--- src/include/plcs_cfg.svh ---
// constants for the loop clock synthesiser control block
`ifndef PLCS_CFG_SVH
`define PLCS_CFG_SVH
`define PLCS_DIV_W        8
`define PLCS_THIRD_DIV    2'h3
`define PLCS_LOCK_CYC     16'h0040
`define PLCS_DIV_RST      8'h01
`endif

--- src/include/plcs_pkg.sv ---
// types for the loop clock synthesiser control block
package plcs_pkg;
	typedef struct packed {
		logic [7:0] ref_div;    // input divider ratio, 0/1 = bypass
		logic [7:0] fb_div;     // feedback divider ratio
		logic [7:0] post_div;   // post-scaler ratio
		logic [7:0] sec_div;    // secondary divider ratio
	} plcs_div_cfg_t;
	typedef struct packed {
		logic [3:0] dyn_phase_adjust;
		logic [3:0] dyn_duty_select;
		logic       fine_delay_adjust;
	} plcs_dyn_t;
	typedef enum logic [1:0] {
		PLCS_RESET,
		PLCS_ACQUIRE,
		PLCS_LOCKED
	} plcs_state_t;
endpackage : plcs_pkg

--- src/hw/plcs_core.sv ---
// digital model of loop clock synthesis: dividers, lock tracking, shifted output
`timescale 1ns/100ps
`include "plcs_cfg.svh"

module plcs_core
	import plcs_pkg::*;
(
	input  wire logic          i_sys_clk,
	input  wire logic          i_rst_b,
	input  wire logic          i_ref_clk_pin,
	input  wire logic          i_ref_clk_fabric,
	input  wire logic          i_ref_sel_fabric,
	input  wire logic          i_feedback_clk_in,
	input  wire logic          i_fb_sel_user,
	input  wire logic          i_osc_clk,
	input  wire logic          i_main_reset,
	input  wire logic          i_sec_divider_reset,
	input  wire plcs_div_cfg_t i_div_cfg,
	input  wire logic          i_dyn_mode,
	input  wire plcs_dyn_t     i_static_adj,
	input  wire plcs_dyn_t     i_dyn_adj,
	output logic               o_primary_clk_out,
	output logic               o_shifted_clk_out,
	output logic               o_divided_clk_out,
	output logic               o_third_rate_clk_out,
	output logic               o_lock,
	output logic               o_ref_div_tick,
	output logic               o_fb_div_tick
);
	localparam int W = `PLCS_DIV_W;

	// one divider step: count to ratio-1, tick on wrap; ratio 0 acts as 1
	function automatic logic [W:0] div_step(input logic [W-1:0] cnt,
		input logic [W-1:0] ratio);
		logic [W-1:0] lim;
		lim = (ratio == '0) ? '0 : ratio - `PLCS_DIV_RST;
		if (cnt >= lim)
			div_step = {1'b1, {W{1'b0}}};
		else
			div_step = {1'b0, cnt + `PLCS_DIV_RST};
	endfunction : div_step

	logic [W-1:0] ref_cnt_q, ref_cnt_d, fb_cnt_q, fb_cnt_d;
	logic [W-1:0] post_cnt_q, post_cnt_d, sec_cnt_q, sec_cnt_d;
	logic [1:0]   third_cnt_q, third_cnt_d;
	logic [3:0]   ph_cnt_q, ph_cnt_d;
	logic [15:0]  lock_cnt_q, lock_cnt_d;
	logic         ref_prev_q, ref_prev_d, fb_prev_q, fb_prev_d, osc_prev_q, osc_prev_d;
	logic         prim_q, prim_d, shift_q, shift_d, div_q, div_d, third_q, third_d;
	logic         lock_q, lock_d, ref_tick_q, ref_tick_d, fb_tick_q, fb_tick_d;
	logic         ref_tick_pend_q, ref_tick_pend_d;
	plcs_state_t  st_q, st_d;

	logic         ref_src, fb_src, ref_rise, fb_rise, osc_rise, post_tick;
	logic [W:0]   ref_s, fb_s, post_s, sec_s;
	plcs_dyn_t    adj;

	always_comb begin
		ref_src  = i_ref_sel_fabric ? i_ref_clk_fabric : i_ref_clk_pin;
		fb_src   = i_fb_sel_user ? i_feedback_clk_in : prim_q;
		ref_rise = ref_src & ~ref_prev_q;
		fb_rise  = fb_src & ~fb_prev_q;
		osc_rise = i_osc_clk & ~osc_prev_q;
		adj      = i_dyn_mode ? i_dyn_adj : i_static_adj;
		ref_s    = div_step(ref_cnt_q, i_div_cfg.ref_div);
		fb_s     = div_step(fb_cnt_q, i_div_cfg.fb_div);
		post_s   = div_step(post_cnt_q, i_div_cfg.post_div);
		sec_s    = div_step(sec_cnt_q, i_div_cfg.sec_div);
		// post-scaler stands still in main reset, so divided holds; third moves at most once, as primary is forced low
		post_tick = osc_rise & post_s[W] & ~i_main_reset;
	end

	// dividers and output clocks; main reset holds the loop side only
	always_comb begin
		ref_prev_d  = ref_src;
		fb_prev_d   = fb_src;
		osc_prev_d  = i_osc_clk;
		ref_cnt_d   = ref_cnt_q;
		fb_cnt_d    = fb_cnt_q;
		post_cnt_d  = post_cnt_q;
		sec_cnt_d   = sec_cnt_q;
		third_cnt_d = third_cnt_q;
		ph_cnt_d    = ph_cnt_q;
		prim_d      = prim_q;
		shift_d     = shift_q;
		div_d       = div_q;
		third_d     = third_q;
		ref_tick_d  = 1'b0;
		fb_tick_d   = 1'b0;
		if (i_main_reset) begin
			ref_cnt_d  = '0;
			fb_cnt_d   = '0;
			post_cnt_d = '0;
			ph_cnt_d   = '0;
			prim_d     = 1'b0;
			shift_d    = 1'b0;
		end else begin
			if (ref_rise) begin
				ref_cnt_d  = ref_s[W-1:0];
				ref_tick_d = ref_s[W];
			end
			if (fb_rise) begin
				fb_cnt_d  = fb_s[W-1:0];
				fb_tick_d = fb_s[W];
			end
			if (osc_rise) begin
				post_cnt_d = post_s[W-1:0];
				ph_cnt_d   = ph_cnt_q + 4'h1;
			end
			// trim: the toggle is taken straight off the post-scaler, no phase offset
			if (post_tick) begin
				prim_d = ~prim_q;
				// phase count spans a whole primary period so the shifted copy
				// keeps the primary rate; phase+duty must stay below 2*post ratio
				if (!prim_q)
					ph_cnt_d = 4'h0;
			end
			// shifted copy: rises at phase count xor fine delay, falls duty steps after phase count
			if (osc_rise && ph_cnt_q == (adj.dyn_phase_adjust ^ {3'h0, adj.fine_delay_adjust}))
				shift_d = 1'b1;
			if (osc_rise && ph_cnt_q == adj.dyn_phase_adjust + adj.dyn_duty_select)
				shift_d = 1'b0;
		end
		// divided output: only its own reset clears it
		if (i_sec_divider_reset) begin
			sec_cnt_d = '0;
			div_d     = 1'b0;
		end else if (post_tick) begin
			sec_cnt_d = sec_s[W-1:0];
			if (sec_s[W])
				div_d = ~div_q;
		end
		// third rate follows primary edges, both edges counted for a /3 period
		if (prim_d != prim_q) begin
			third_cnt_d = (third_cnt_q == `PLCS_THIRD_DIV - 2'h1) ? 2'h0 : third_cnt_q + 2'h1;
			if (third_cnt_q == `PLCS_THIRD_DIV - 2'h1)
				third_d = ~third_q;
		end
	end

	// lock: reference and feedback ticks must alternate for a run of cycles
	always_comb begin
		st_d            = st_q;
		lock_cnt_d      = lock_cnt_q;
		ref_tick_pend_d = ref_tick_pend_q;
		lock_d          = 1'b0;
		unique case (st_q)
			PLCS_RESET: begin
				lock_cnt_d      = '0;
				ref_tick_pend_d = 1'b0;
				if (!i_main_reset)
					st_d = PLCS_ACQUIRE;
			end
			PLCS_ACQUIRE, PLCS_LOCKED: begin
				// a tick from one side twice without the other means drift
				if ((ref_tick_q && ref_tick_pend_q) || (fb_tick_q && !ref_tick_pend_q
					&& !ref_tick_q)) begin
					lock_cnt_d = '0;
					st_d       = PLCS_ACQUIRE;
				end else if (fb_tick_q) begin
					if (lock_cnt_q != `PLCS_LOCK_CYC)
						lock_cnt_d = lock_cnt_q + 16'h0001;
					if (lock_cnt_q == `PLCS_LOCK_CYC)
						st_d = PLCS_LOCKED;
				end
				if (ref_tick_q != fb_tick_q)
					ref_tick_pend_d = ref_tick_q;
				lock_d = (st_d == PLCS_LOCKED);
			end
		endcase
		if (i_main_reset) begin
			st_d   = PLCS_RESET;
			lock_d = 1'b0;
		end
	end

	// divider and output clock registers; previous-sample flops idle low like the pins
	always_ff @(posedge i_sys_clk or negedge i_rst_b) begin
		if (!i_rst_b) begin
			ref_cnt_q   <= '0;
			fb_cnt_q    <= '0;
			post_cnt_q  <= '0;
			sec_cnt_q   <= '0;
			third_cnt_q <= 2'h0;
			ph_cnt_q    <= 4'h0;
			ref_prev_q  <= 1'b0;
			fb_prev_q   <= 1'b0;
			osc_prev_q  <= 1'b0;
			prim_q      <= 1'b0;
			shift_q     <= 1'b0;
			div_q       <= 1'b0;
			third_q     <= 1'b0;
			ref_tick_q  <= 1'b0;
			fb_tick_q   <= 1'b0;
		end else begin
			ref_cnt_q   <= ref_cnt_d;
			fb_cnt_q    <= fb_cnt_d;
			post_cnt_q  <= post_cnt_d;
			sec_cnt_q   <= sec_cnt_d;
			third_cnt_q <= third_cnt_d;
			ph_cnt_q    <= ph_cnt_d;
			ref_prev_q  <= ref_prev_d;
			fb_prev_q   <= fb_prev_d;
			osc_prev_q  <= osc_prev_d;
			prim_q      <= prim_d;
			shift_q     <= shift_d;
			div_q       <= div_d;
			third_q     <= third_d;
			ref_tick_q  <= ref_tick_d;
			fb_tick_q   <= fb_tick_d;
		end
	end

	// lock tracking registers
	always_ff @(posedge i_sys_clk or negedge i_rst_b) begin
		if (!i_rst_b) begin
			lock_cnt_q      <= 16'h0000;
			lock_q          <= 1'b0;
			ref_tick_pend_q <= 1'b0;
			st_q            <= PLCS_RESET;
		end else begin
			lock_cnt_q      <= lock_cnt_d;
			lock_q          <= lock_d;
			ref_tick_pend_q <= ref_tick_pend_d;
			st_q            <= st_d;
		end
	end

	// all generated clocks leave straight from flops
	assign o_primary_clk_out    = prim_q;
	assign o_shifted_clk_out    = shift_q;
	assign o_divided_clk_out    = div_q;
	assign o_third_rate_clk_out = third_q;
	assign o_lock               = lock_q;
	assign o_ref_div_tick       = ref_tick_q;
	assign o_fb_div_tick        = fb_tick_q;
endmodule : plcs_core

--- config.mk ---
export PLATFORM = sky130hd
export DESIGN_NAME = plcs_core
export DESIGN_NICKNAME = d
export VERILOG_FILES = /design/src/include/plcs_pkg.sv /design/src/hw/plcs_core.sv
export VERILOG_INCLUDE_DIRS = /design/src /design/src/include
export SDC_FILE = /design/constraint.sdc
export NUM_CORES = 1
export LEC_CHECK = 0
export BUFFER_PORTS_ARGS = -buffer_cell sky130_fd_sc_hd__clkbuf_2
export CAP_MARGIN = 10
export CORE_MARGIN = 2
export CORE_UTILIZATION = 45
export CTS_BUF_LIST = sky130_fd_sc_hd__clkbuf_16
export CTS_CLUSTER_SIZE = 30
export DETAILED_ROUTE_END_ITERATION = 8
export SLEW_MARGIN = 20
export SYNTH_ARGS = -nofsm -noshare
export SYNTH_HDL_FRONTEND = slang
export SYNTH_SLANG_ARGS = --single-unit
--- constraint.sdc ---
create_clock -name i_sys_clk -period 3 [get_ports i_sys_clk]
set_clock_uncertainty 0.2 [all_clocks]
set_input_delay 0.6 -clock i_sys_clk [delete_from_list [all_inputs] [get_ports i_sys_clk]]
set_output_delay 0.6 -clock i_sys_clk [all_outputs]
set_load 0.02 [all_outputs]
Word-level counts from Yosys, hierarchy flattened
Cells that the tools add are included.
{"block": "op_classes", "mux": 50, "order_cmp": 4, "shifts": 0, "n_reduce_logical": 23, "n_eq_ne": 13, "n_div": 0, "addsub": 12, "n_bitwise": 13, "n_mul": 0}
{"op": "8-bit two-way mux", "count": 12}
{"op": "16-bit two-way mux", "count": 3}
{"op": "9-bit two-way mux", "count": 5}
{"op": "8-bit by 1-bit adder with 8-bit output (second input constant)", "count": 4}
{"op": "8-bit greater-or-equal comparator", "count": 4}
{"op": "8-bit logical NOT", "count": 4}
{"op": "16-bit one-hot mux with 2 select lines", "count": 1}
{"op": "8-bit by 1-bit subtractor with 8-bit output (second input constant)", "count": 4}
{"op": "1-bit two-way mux", "count": 17}
{"op": "16-bit by 1-bit adder with 16-bit output (second input constant)", "count": 1}
{"op": "16-bit by 7-bit equality test with 1-bit output (second input constant)", "count": 1}
{"op": "4-bit two-way mux", "count": 4}
{"op": "16-bit by 7-bit != test with 1-bit output (second input constant)", "count": 1}
{"op": "2-bit two-way mux", "count": 6}
{"op": "2-bit nonzero test", "count": 5}
{"op": "4-bit equality test", "count": 2}
{"op": "1-bit inverter", "count": 7}
{"op": "2-bit equality test (second input constant)", "count": 3}
{"op": "3-bit != test (second input constant)", "count": 2}
{"op": "2-bit AND reduction", "count": 3}
{"op": "1-bit bitwise AND", "count": 5}
{"op": "1-bit logical AND", "count": 5}
{"op": "4-bit by 1-bit adder with 4-bit output (second input constant)", "count": 1}
{"op": "4-bit adder", "count": 1}
{"op": "12 further kinds", "count": 14}
{"block": "word_totals", "ram_bits": 0, "ff_bits": 67, "n_memories": 0, "latchBits": 0, "romBits": 0, "output_inout_bits": 7}

Longest topological paths before layout
Gate-level depths: netlist of the first run.
{"block": "logic_depth", "word_depth": 10, "ltp_mapped": 14, "ltp_nobuf": 13}

Least setup slack after synthesis of the first run
No wires, ideal clock.
{"block": "synth_path", "kind": "input to register", "start": "input port i_div_cfg[24] (netlist name)", "end": "register ref_cnt_q[2]", "t_arrival_ns": 3.216, "path_buffers": 0, "setup_time_ns": 0.101, "setup_slack_ns": -0.517, "stages": 13, "cell_sequence": "inv_1 -> ha_1 -> nand2_1 -> or3_1 -> or3_1 -> and2_1 -> ha_1 -> nand2b_1 -> a2111oi_0 -> o311ai_0 -> nand2_1 -> nand2_1 -> o32ai_1"}
{"block": "synth_via", "elab_chain_len": 6}
{"item": "start: declaration", "line": "plcs_core.sv:18", "source": "input wire plcs_div_cfg_t i_div_cfg,"}
{"item": "8-bit by 1-bit subtractor with 8-bit output (no source line) / 8-bit logical NOT (equally long branches)"}
{"item": "8-bit two-way mux (no source line) *"}
{"item": "8-bit greater-or-equal comparator *", "line": "plcs_core.sv:37", "source": "if (cnt >= lim)"}
{"item": "9-bit two-way mux *", "line": "plcs_core.sv:37"}
{"item": "8-bit two-way mux *", "line": "plcs_core.sv:98", "source": "if (ref_rise) begin"}
{"item": "8-bit two-way mux *", "line": "plcs_core.sv:90", "source": "if (i_main_reset) begin"}
{"item": "end signal: assignment", "line": "plcs_core.sv:196", "source": "ref_cnt_q <= ref_cnt_d;"}
{"item": "end: declaration", "line": "plcs_core.sv:43", "source": "logic [W-1:0] ref_cnt_q, ref_cnt_d, fb_cnt_q, fb_cnt_d;"}
Mark *: on every way between the ends. The rest lies on a longest branch, timed or not. The select of a mux whose other input is x is not followed.
A chain may end at the register's enable or synchronous reset.

Worst setup path after layout of the first run
{"block": "layout_path", "start": "input port i_div_cfg[25] (netlist name)", "end": "register ref_cnt_q[0]"}
The elaborated chain is that of the path after synthesis.

==> results of run 1 <==
-- registers in the layout, summed over array words and instances (netlist names) --
register	flops
fb_cnt_q	8
fb_prev_q	1
lock_cnt_q	16
o_divided_clk_out	1
o_fb_div_tick	1
o_lock	1
o_primary_clk_out	1
o_ref_div_tick	1
o_shifted_clk_out	1
o_third_rate_clk_out	1
osc_prev_q	1
ph_cnt_q	4
post_cnt_q	8
ref_cnt_q	8
ref_prev_q	1
ref_tick_pend_q	1
sec_cnt_q	8
st_q	2
third_cnt_q	2
-- cells in the mapped netlist, types with 4 or more instances --
cell / instances
clkbuf_1: 6
xor2_1: 29
a21o_1: 8
or2_2: 6
xnor2_1: 15
nand4b_1: 5
inv_1: 28
dfrtp_1: 67
nand3_1: 34
a21oi_1: 37
nand4_1: 6
nand2b_1: 17
nor2_1: 53
a31oi_1: 5
nor4_1: 6
mux2i_1: 11
and3_1: 11
nand2_1: 59
nor3b_1: 4
mux2_2: 6
o31ai_1: 6
and2_1: 5
nor3_1: 17
o21ai_0: 28
o32ai_1: 4
nor2b_1: 10
nand3b_1: 6
ha_1: 46
or3_1: 7
-- power groups by stage --
stage	Combinational, mW	Sequential (mW)	Clock [mW]
2_1_floorplan	0.265	0.970	0
4_1_cts	0.475	0.959	1.08
3_3_place_gp	0.427	0.974	0
6_report	0.513	0.960	1.05
3_5_place_dp	0.443	0.974	0
5_1_grt	0.574	0.965	1.12
-- final cells by class --
cell class                      instances  area (µm²)  area share (%)
Clock buffer                            9         225            3.18
Clock inverter                          7        76.3            1.08
Inverter                               28         145            2.05
Multi-Input combinational cell        471        3720            52.5
Sequential cell                        67        1680            23.7
Tap cell                              140         175            2.47
Timing Repair Buffer                  148        1060            15.0
-- worst register-to-register path, delay by kind of cell, from the launching register on --
| family | cells | cell delay, ns |
|---|---|---|
| buf+inv | 2 | 0.21 |
| simple gates | 2 | 0.21 |
| compound gates | 4 | 0.96 |
| fa+ha+maj | 1 | 0.33 |
| flops | 1 | 0.42 |
-- cells in the final DEF (no fill, tap or decap), types with 7 or more instances in the layout --
| master | count |
|---|---|
| buf_4 | 68 |
| dfrtp_1 | 67 |
| clkbuf_2 | 60 |
| nand2_1 | 50 |
| nor2_1 | 48 |
| ha_1 | 37 |
| nand3_1 | 31 |
| xor2_1 | 28 |
| a21oi_1 | 26 |
| inv_1 | 24 |
| nand2b_1 | 14 |
| o21ai_1 | 14 |
| xnor2_1 | 13 |
| buf_6 | 13 |
| nor3_1 | 12 |
| mux2i_1 | 11 |
| clkbuf_16 | 11 |
| a21oi_2 | 10 |
| o21ai_0 | 9 |
| nor2b_1 | 8 |
| a21o_1 | 8 |
| and3_1 | 8 |
| ha_4 | 7 |
-- kinds of logic after synthesis --
logic type               after synthesis  share of synthesized area, %
AND/OR/NAND/NOR                      253                          26.0
AO/OA/AOI/OAI                        108                          13.5
flip-flops                            67                          33.7
adder cells (fa/ha/maj)               47                          12.0
XOR/XNOR                              44                          7.75
buffers and inverters                 41                          3.47
multiplexers                          17                          3.58
-- layer usage --
layer,up-vias,part of all wire [%]
met5,-,0
met4,0,1.4
met3,16,3.1
met2,72,51
met1,2209,45
li1,2346,-
-- repair_timing --
item,in CTS,in global routing
setup buffers,14,10
pin swaps,23,31
setup endpoints to repair,34,39
resized for setup,46,65
gates cloned,1,2
-- path summary, 6_finish.rpt --
kind / endpoint
setup / recovery: ref_cnt_q[0]
hold / removal: ref_cnt_q[6]
setup reg to reg: post_cnt_q[2]
hold reg to reg: o_third_rate_clk_out
max in group asynchronous: ref_tick_pend_q
min in group i_sys_clk: osc_prev_q
==> out/metrics.cfg, run 1 <==
[outcome]
outcome = finished with violations
violations = setup timing

[setup_path]
path_depth = 15
arrival_ns = 3.19
required_ns = 3.06
worst_setup_path_start_kind = input port
worstReg2RegStart = post_cnt_q[6]
startpoint = i_div_cfg[25]
end_kind = flip-flop
cp_num_buf_inv = 3
r2r_cells = 9
ff2ff_setup_slack_ns = 0.58
path_cells = clkbuf_16 -> inv_12 -> ha_4 -> nand2_2 -> or3_4 -> or3_4 -> and2_4 -> ha_4 -> nand2b_4 -> a2111oi_4 -> o311ai_4 -> buf_4 -> nand2_4 -> nand3_2 -> a21oi_2
critical-path-top-delay-family = simple AND/OR/NAND/NOR gates
slowest_delay_ns = 0.41
slowest_stage = or3_4
crit_fanout = 5
path_class = in -> reg

[sta]
fmax_ghz = 0.319
tightestPinTransition_ns = 0.840
rsz0062_at_grt = true
finalHoldViolCount = 0
final-setup-viol-count = 23
worst_hold_slack_ns = 0.158
setup_ws_ns = -0.131
fin_crit_ns = 3.13
maxSlewViolCount = 0
layout_worst_path_cycle_share_pct = 104
fin_setup_tns_ns = -1.81
slew_headroom_pct = 44.0

[routing]
drc_errors = 0
drt_wl_total_um = 11800
vias = 4643
dr.pass1.iters = 4
first_iter_violations = 229
ant_nets = 0
routed_via_density = 5.34
wl_per_cell_um = 13.6

[global_route]
grt_max_degree = 42
track_usage_pct = 20.3
antenna_found_initial = 0
grt.overflow.total = 0
grt_pass1_wl_um = 19400
met1_usage_pct = 24.6
grt_pass1_vias = 4531
met3_usage_pct = 4.48
grt_use_met2_pct = 36.0
busiest_layer = met2

[logic_synthesis]
synth_area_leaders = dfrtp_1, ha_1, xor2_1
synth_warnings = 0
synth.distinct_cells = 52
synth_area_per_cell_um2 = 8.61
yosys.area.top_type = dfrtp_1
yosysSeqAreaShare_pct = 33.7
synth-seq-cells = 67
synth-edff-count = 0
syn-instance-count = 577
synthArstFlopShare_pct = 100
netlist_area_um2 = 4970
synth_nets = 685
synth_top_cell_area_share_pct = 33.7
ys.flop_type = dfrtp_1

[clocking]
clock_path_buffers = 2
clock_latency_ns = 0.34
cts_tree = built
htreeDepth = 3
cts_buffers = 9
cts.root.buffer_cell = clkbuf_16
clkTransAtPathRegs_ns = 0.06
ctsHoldBuffers = 0
cts_sinks = 67

[die]
die_area_um2 = 11900
io_pins = 68
start_util_pct = 46.0
rows = 38
die-width_um = 109
core_um2 = 10800
die_h_um = 109

[place]
portBuffers = 67
gp_congestion = 0.814
dpl-instance-area_um2 = 6130
place_ws_ns = -0.687
dpl.cell_count = 829
hpwl_um = 8340

[power]
pwr-share-seq_pct = 38.0
clkPwrFrac_pct = 41.7
pwr-share-comb_pct = 20.3
p_int_mw = 1.83
peakVddDrop_mv = 0.282
power_mw = 2.53
p_leak_nw = 3.35
power_density_nw_per_um2 = 357
p_sw_share_pct = 27.5
p_switching_mw = 0.696

[finish]
n_fill_cell = 867
drive_above_1_share_pct = 37.1
areaGrowthSynthToFinish_pct = 42.6
fin_nets = 833
fin_cells = 870
final_area_um2 = 7090
final_core_util_pct = 65.7
n_antenna_cell = 0

[flow_run]
cap_viol_max_count = 0

[min_path]
hold_class = in -> async

No activity file was read; power rests on OpenSTA's default activity.
==> inputs of run 2 (changes only) <==
SETUP_SLACK_MARGIN = 0.4   (was unset)
==> run 2 against run 1 <==
Net effect: the run still ends with setup timing left; non-clock buffer count rose by 13; hold slack worse by 0.057 ns; highest routed layer unchanged; first-iteration DRC count is 24% lower; via count increased by 0.71%; die area unchanged; sequential power increased by 0.4%; total power down 1.6%; global-route usage about the same; clock power shrank 6%; largest cell class unchanged; maximum frequency fell by 1.9%; utilization rose by 2.4 points.
==> out/metrics.cfg, run 2 (synthesized netlist as in run 1, its figures left out) <==
[outcome]
outcome = finished with violations  ; unchanged
violations = setup timing  ; unchanged

[global_route]
track_usage_pct = 20.3  ; about the same
antenna_found_initial = 0  ; unchanged
grt_pass1_vias = 4483  ; was 4,531
grt.overflow.total = 0  ; unchanged
grt_pass1_wl_um = 19600  ; was 19,400 µm
grt_max_degree = 43  ; was 42

[power]
p_int_mw = 1.83  ; about the same
clkPwrFrac_pct = 39.7  ; was 41.7%
power_density_nw_per_um2 = 339  ; was 357 nW/µm²
p_switching_mw = 0.657  ; was 0.696 mW
pwr-share-seq_pct = 38.7  ; was 38.0%
pwr-share-comb_pct = 21.6  ; was 20.3%
p_leak_nw = 3.44  ; was 3.35 nW
power_mw = 2.49  ; was 2.53 mW
peakVddDrop_mv = 0.215  ; was 0.282 mV
p_sw_share_pct = 26.4  ; was 27.5%

[finish]
final_core_util_pct = 68.1  ; was 65.7%
final_common_cell = dfrtp_1  ; was buf_4
most-common-layout-cells = dfrtp_1, buf_4, clkbuf_2  ; was buf_4, dfrtp_1, clkbuf_2
n_antenna_cell = 0  ; unchanged
areaGrowthSynthToFinish_pct = 47.8  ; was 42.6%
fin_nets = 844  ; was 833
final_area_um2 = 7350  ; was 7090 µm²
n_fill_cell = 814  ; was 867
drive_above_1_share_pct = 40.3  ; was 37.1%
largest_reg_flops = 16  ; unchanged
fin_cells = 880  ; was 870
largest-register = lock_cnt_q  ; unchanged

[die]
core_um2 = 10800  ; unchanged
start_util_pct = 46.0  ; unchanged
rows = 38  ; unchanged
die-width_um = 109  ; unchanged
io_pins = 68  ; unchanged
die_h_um = 109  ; unchanged
die_area_um2 = 11900  ; unchanged

[min_path]
hold_class = in -> async  ; unchanged

[routing]
dr.pass1.iters = 4  ; unchanged
vias = 4676  ; was 4,643
routed.top_layer = met4  ; unchanged
wl_met3_um = 278  ; was 371 µm
drt_wl_total_um = 12100  ; was 11,800 µm
first_iter_violations = 175  ; was 229
wl_met1_um = 5550  ; was 5290 µm
wl_per_cell_um = 13.7  ; was 13.6 µm
routed_via_density = 5.31  ; was 5.34
met2WireLength_um = 6180  ; was 6020 µm
ant_nets = 0  ; unchanged
drc_errors = 0  ; unchanged

[sta]
setup_ws_ns = -0.190  ; was -0.131 ns
maxSlewViolCount = 0  ; unchanged
fin_setup_tns_ns = -2.74  ; was -1.81 ns
final-setup-viol-count = 31  ; was 23
worst_hold_slack_ns = 0.101  ; was 0.158 ns
slew_headroom_pct = 58.0  ; was 44.0%
finalHoldViolCount = 0  ; unchanged
fin_crit_ns = 3.19  ; was 3.13 ns
rsz0062_at_grt = true  ; unchanged
layout_worst_path_cycle_share_pct = 106  ; was 104%
tightestPinTransition_ns = 0.630  ; was 0.840 ns
fmax_ghz = 0.313  ; was 0.319 GHz

[place]
dpl.cell_count = 833  ; was 829
dpl-instance-area_um2 = 6220  ; was 6130 µm²
gp_congestion = 0.803  ; was 0.814
place_ws_ns = -0.719  ; was -0.687 ns
portBuffers = 67  ; unchanged
hpwl_um = 8360  ; was 8340 µm

[setup_path]
startpoint = i_div_cfg[9]  ; was i_div_cfg[25]
worstReg2RegStart = post_cnt_q[6]  ; unchanged
cp_common_cell = buf_12
path_depth = 17  ; was 15
path_class = in -> reg  ; unchanged
ff2ff_setup_slack_ns = 0.62  ; was 0.58 ns
crit_end = ph_cnt_q[2]  ; was ref_cnt_q[0]
end_kind = flip-flop  ; unchanged
required_ns = 3.04  ; was 3.06 ns
worst_setup_path_start_kind = input port  ; unchanged
arrival_ns = 3.23  ; was 3.19 ns
path_cells = clkbuf_16 -> inv_12 -> ha_4 -> nor2b_4 -> nand3b_1 -> buf_4 -> nor3b_4 -> a21oi_2 -> ha_1 -> a21o_1 -> a221oi_2 -> o21a_4 -> buf_12 -> buf_12 -> or2_4 -> nand4b_1 -> a31oi_1  ; was clkbuf_16 -> inv_12 -> ha_4 -> nand2_2 -> or3_4 -> or3_4 -> and2_4 -> ha_4 -> nand2b_4 -> a2111oi_4 -> o311ai_4 -> buf_4 -> nand2_4 -> nand3_2 -> a21oi_2
r2r_cells = 9  ; unchanged
worstReg2RegEnd = ph_cnt_q[2]  ; was post_cnt_q[2]
crit_fanout = 5  ; unchanged
cp_num_buf_inv = 5  ; was 3
slowest_stage = a221oi_2  ; was or3_4
slowest_delay_ns = 0.31  ; was 0.41 ns
critical-path-top-delay-family = compound AO/OA/AOI/OAI gates  ; was simple AND/OR/NAND/NOR gates

[clocking]
cts_buffers = 9  ; unchanged
clock_latency_ns = 0.32  ; was 0.34 ns
cts_tree = built  ; unchanged
cts.root.buffer_cell = clkbuf_16  ; unchanged
htreeDepth = 3  ; unchanged
clkTransAtPathRegs_ns = 0.05  ; was 0.06 ns
ctsHoldBuffers = 0  ; unchanged
cts_sinks = 67  ; unchanged
clock_path_buffers = 2  ; unchanged

[flow_run]
cap_viol_max_count = 0  ; unchanged

-- run 2: power groups by stage --
stage                     logic [mW]  clock network [mW]  registers, mW
after floorplan                0.273                   0          0.970
after global placement         0.439                   0          0.974
after detailed placement       0.455                   0          0.975
after CTS                      0.488                1.02          0.961
after global routing           0.598                1.06          0.967
final                          0.537               0.987          0.964
-- run 2: cell type report --
type	count	area [µm²]	area share, %
Inverter	28	150	2.04
Tap cell	140	175	2.38
Clock inverter	6	51.3	0.698
Clock buffer	9	225	3.07
Timing Repair Buffer	161	1260	17.1
Sequential cell	67	1680	22.8
Multi-Input combinational cell	469	3810	51.8
-- run 2: how the worst min path moves through the flow --
stage | startpoint | endpoint | cells after the start
after floorplan | i_rst_b | fb_cnt_q[0] | 0
after global placement | sec_cnt_q[7] | sec_cnt_q[7] | 1
after detailed placement | o_third_rate_clk_out | o_third_rate_clk_out | 1
after CTS | i_rst_b | post_cnt_q[6] | 1
after global routing | i_rst_b | fb_prev_q | 1
final | i_rst_b | ref_cnt_q[6] | 1
-- run 2: what timing repair did --
action	CTS	global route
pin swaps	37	42
gates resized for setup	72	61
endpoints found under the setup margin	43	43
gates cloned	0	0
setup buffers	20	12
-- run 2: per-layer routing --
layer  GRT usage (%)  vias to the layer above
li1                -                     2372
met1            25.6                     2240
met2            35.7                       60
met3            3.59                        4
met4            5.49                        0
met5               0                        -
==> inputs of run 3 (changes only) <==
PLACE_DENSITY_LB_ADDON = 0.15   (was unset)
==> run 3 against run 2 <==
Net effect: the run still ends with setup timing left; hold slack got worse by 0.013 ns; via count rose by 1.5%; maximum frequency rose by 2.1%; utilization fell by 3.1 points; critical path type unchanged.
==> out/metrics.cfg, run 3 (synthesized netlist as in run 1, its figures left out) <==
[power]
pwr-share-seq_pct = 37.0  ; was 38.7%
p_sw_share_pct = 26.8  ; was 26.4%
peakVddDrop_mv = 0.315  ; was 0.215 mV
p_leak_nw = 3.30  ; was 3.44 nW
p_switching_mw = 0.696  ; was 0.657 mW
clkPwrFrac_pct = 44.5  ; was 39.7%
p_int_mw = 1.90  ; was 1.83 mW
power_density_nw_per_um2 = 370  ; was 339 nW/µm²
pwr-share-comb_pct = 18.5  ; was 21.6%

[routing]
vias = 4745  ; was 4,676
drt_wl_total_um = 11900  ; was 12,100 µm
wl_per_cell_um = 13.7  ; about the same
ant_nets = 0  ; unchanged
first_iter_violations = 218  ; was 175
dr.pass1.iters = 4  ; unchanged
routed_via_density = 5.49  ; was 5.31
drc_errors = 0  ; unchanged

[global_route]
track_usage_pct = 20.7  ; was 20.3%
grt.overflow.total = 0  ; unchanged
grt_max_degree = 44  ; was 43
antenna_found_initial = 0  ; unchanged
grt_pass1_vias = 4551  ; was 4,483
grt_pass1_wl_um = 19900  ; was 19,600 µm

[finish]
final_common_cell = dfrtp_1  ; unchanged
seq_area_um2 = 1680  ; unchanged
fin_nets = 828  ; was 844
most-common-layout-cells = dfrtp_1, buf_4, clkbuf_2  ; unchanged
fin_cells = 865  ; was 880
n_antenna_cell = 0  ; unchanged
drive_above_1_share_pct = 35.2  ; was 40.3%
largest-register = lock_cnt_q  ; unchanged
largest_reg_flops = 16  ; unchanged
multi_input_area_um2 = 3620  ; was 3810 µm²
areaGrowthSynthToFinish_pct = 41.2  ; was 47.8%
n_fill_cell = 887  ; was 814

[sta]
slew_headroom_pct = 57.1  ; was 58.0%
finalHoldViolCount = 0  ; unchanged
rsz0062_at_grt = true  ; unchanged
setup_ws_ns = -0.126  ; was -0.190 ns
worst_hold_slack_ns = 0.0873  ; was 0.101 ns
final-setup-viol-count = 24  ; was 31
fin_crit_ns = 3.13  ; was 3.19 ns
tightestPinTransition_ns = 0.644  ; was 0.630 ns
layout_worst_path_cycle_share_pct = 104  ; was 106%
fin_setup_tns_ns = -1.46  ; was -2.74 ns
maxSlewViolCount = 0  ; unchanged
fmax_ghz = 0.320  ; was 0.313 GHz

[setup_path]
worstReg2RegStart = sec_cnt_q[2]  ; was post_cnt_q[6]
required_ns = 2.99  ; was 3.04 ns
end_kind = flip-flop  ; unchanged
arrival_ns = 3.12  ; was 3.23 ns
worst_setup_path_start_kind = input port  ; unchanged
path_class = in -> reg  ; unchanged
r2r_cells = 7  ; was 9
ff2ff_setup_slack_ns = 0.64  ; was 0.62 ns
crit_fanout = 6  ; was 5
worstReg2RegEnd = sec_cnt_q[7]  ; was ph_cnt_q[2]

[outcome]
violations = setup timing  ; unchanged
outcome = finished with violations  ; unchanged

[die]
die_h_um = 109  ; unchanged
start_util_pct = 46.0  ; unchanged
die-width_um = 109  ; unchanged
io_pins = 68  ; unchanged
core_um2 = 10800  ; unchanged
die_area_um2 = 11900  ; unchanged
rows = 38  ; unchanged

[clocking]
clock_latency_ns = 0.33  ; was 0.32 ns
clock_path_buffers = 2  ; unchanged
cts_buffers = 9  ; unchanged
clkTransAtPathRegs_ns = 0.06  ; was 0.05 ns
htreeDepth = 3  ; unchanged
cts.root.buffer_cell = clkbuf_16  ; unchanged
cts_sinks = 67  ; unchanged
cts_tree = built  ; unchanged

[place]
gp_congestion = 0.809  ; was 0.803
dpl.cell_count = 830  ; was 833
portBuffers = 67  ; unchanged
hpwl_um = 8480  ; was 8360 µm
place_ws_ns = -0.702  ; was -0.719 ns

[flow_run]
cap_viol_max_count = 0  ; unchanged

[min_path]
hold_class = in -> async  ; unchanged

[run 3: cell types whose count changed in the layout (fill, tap and decap cells not counted), sizes merged]
cell and delta:
clkinv +2, inv -2, buf -16, bufinv +1
[run 3: per-layer routing]
metal | vias to the layer above | part of all wire (%) | GRT usage (%)
met4 | 0 | 1.6 | 6.50
met1 | 2284 | 44 | 24.6
met5 | - | 0 | 0
met2 | 94 | 51 | 37.5
li1 | 2349 | - | -
met3 | 18 | 3.5 | 3.89
[run 3: layout make-up]
cell class              count  share of cell area, %
multi-input cells         469                   51.6
inverters                  28                   2.14
repair buffers            145                   15.2
clock buffers               9                   3.21
well taps                 140                   2.50
clock inverters             7                   1.43
flip-flops and latches     67                   23.9
[run 3: worst max path at each step]
stage / to / cells past startpoint / start / slack [ns]
detailed placement: ref_cnt_q[2] / 14 / i_div_cfg[25] / -0.70
global route: ph_cnt_q[2] / 16 / i_div_cfg[9] / -0.23
CTS: third_cnt_q[0] / 15 / i_div_cfg[9] / -0.1
floorplan: ref_cnt_q[2] / 13 / i_div_cfg[25] / -0.30
global placement: ref_cnt_q[2] / 14 / i_div_cfg[25] / -0.58
finish: ph_cnt_q[3] / 16 / i_div_cfg[9] / -0.13
[run 3: worst max-delay path, cell delays in order]
cell and delay (ns):
clkbuf_16 0.14, inv_12 0.04, ha_4 0.11, nor2b_4 0.13
nand3b_1 0.12, or3_4 0.38, and2_4 0.18, ha_4 0.24
nand2b_4 0.10, a31oi_1 0.07, o21a_2 0.27, buf_6 0.13
buf_12 0.12, or2_4 0.28, a22oi_2 0.14, nor2_1 0.06
[run 3: power groups by stage]
| stage | registers, mW | logic, mW | clock network [mW] |
|---|---|---|---|
| floorplan | 0.970 | 0.273 | 0 |
| global placement | 0.974 | 0.436 | 0 |
| detailed placement | 0.975 | 0.453 | 0 |
| CTS | 0.959 | 0.478 | 1.17 |
| global route | 0.963 | 0.543 | 1.23 |
| finish | 0.960 | 0.482 | 1.16 |
[run 3: what timing repair did]
| item | CTS | global route |
|---|---|---|
| hold buffers | 0 | 0 |
| endpoints found under the setup margin | 43 | 43 |
| resized for setup | 56 | 20 |
| setup buffers | 12 | 7 |
| pin swaps | 26 | 9 |
[run 3: per-stage QoR]
stage | power (mW) | instance area, µm² | utilization (%)
2_1_floorplan | 1.24 | 5290 | -
3_3_place_gp | 1.41 | 6220 | 57.6
3_5_place_dp | 1.43 | 6220 | 57.6
4_1_cts | 2.61 | 6860 | 63.5
5_1_grt | 2.73 | 7020 | 65.0
6_report | 2.60 | 7020 | 65.0
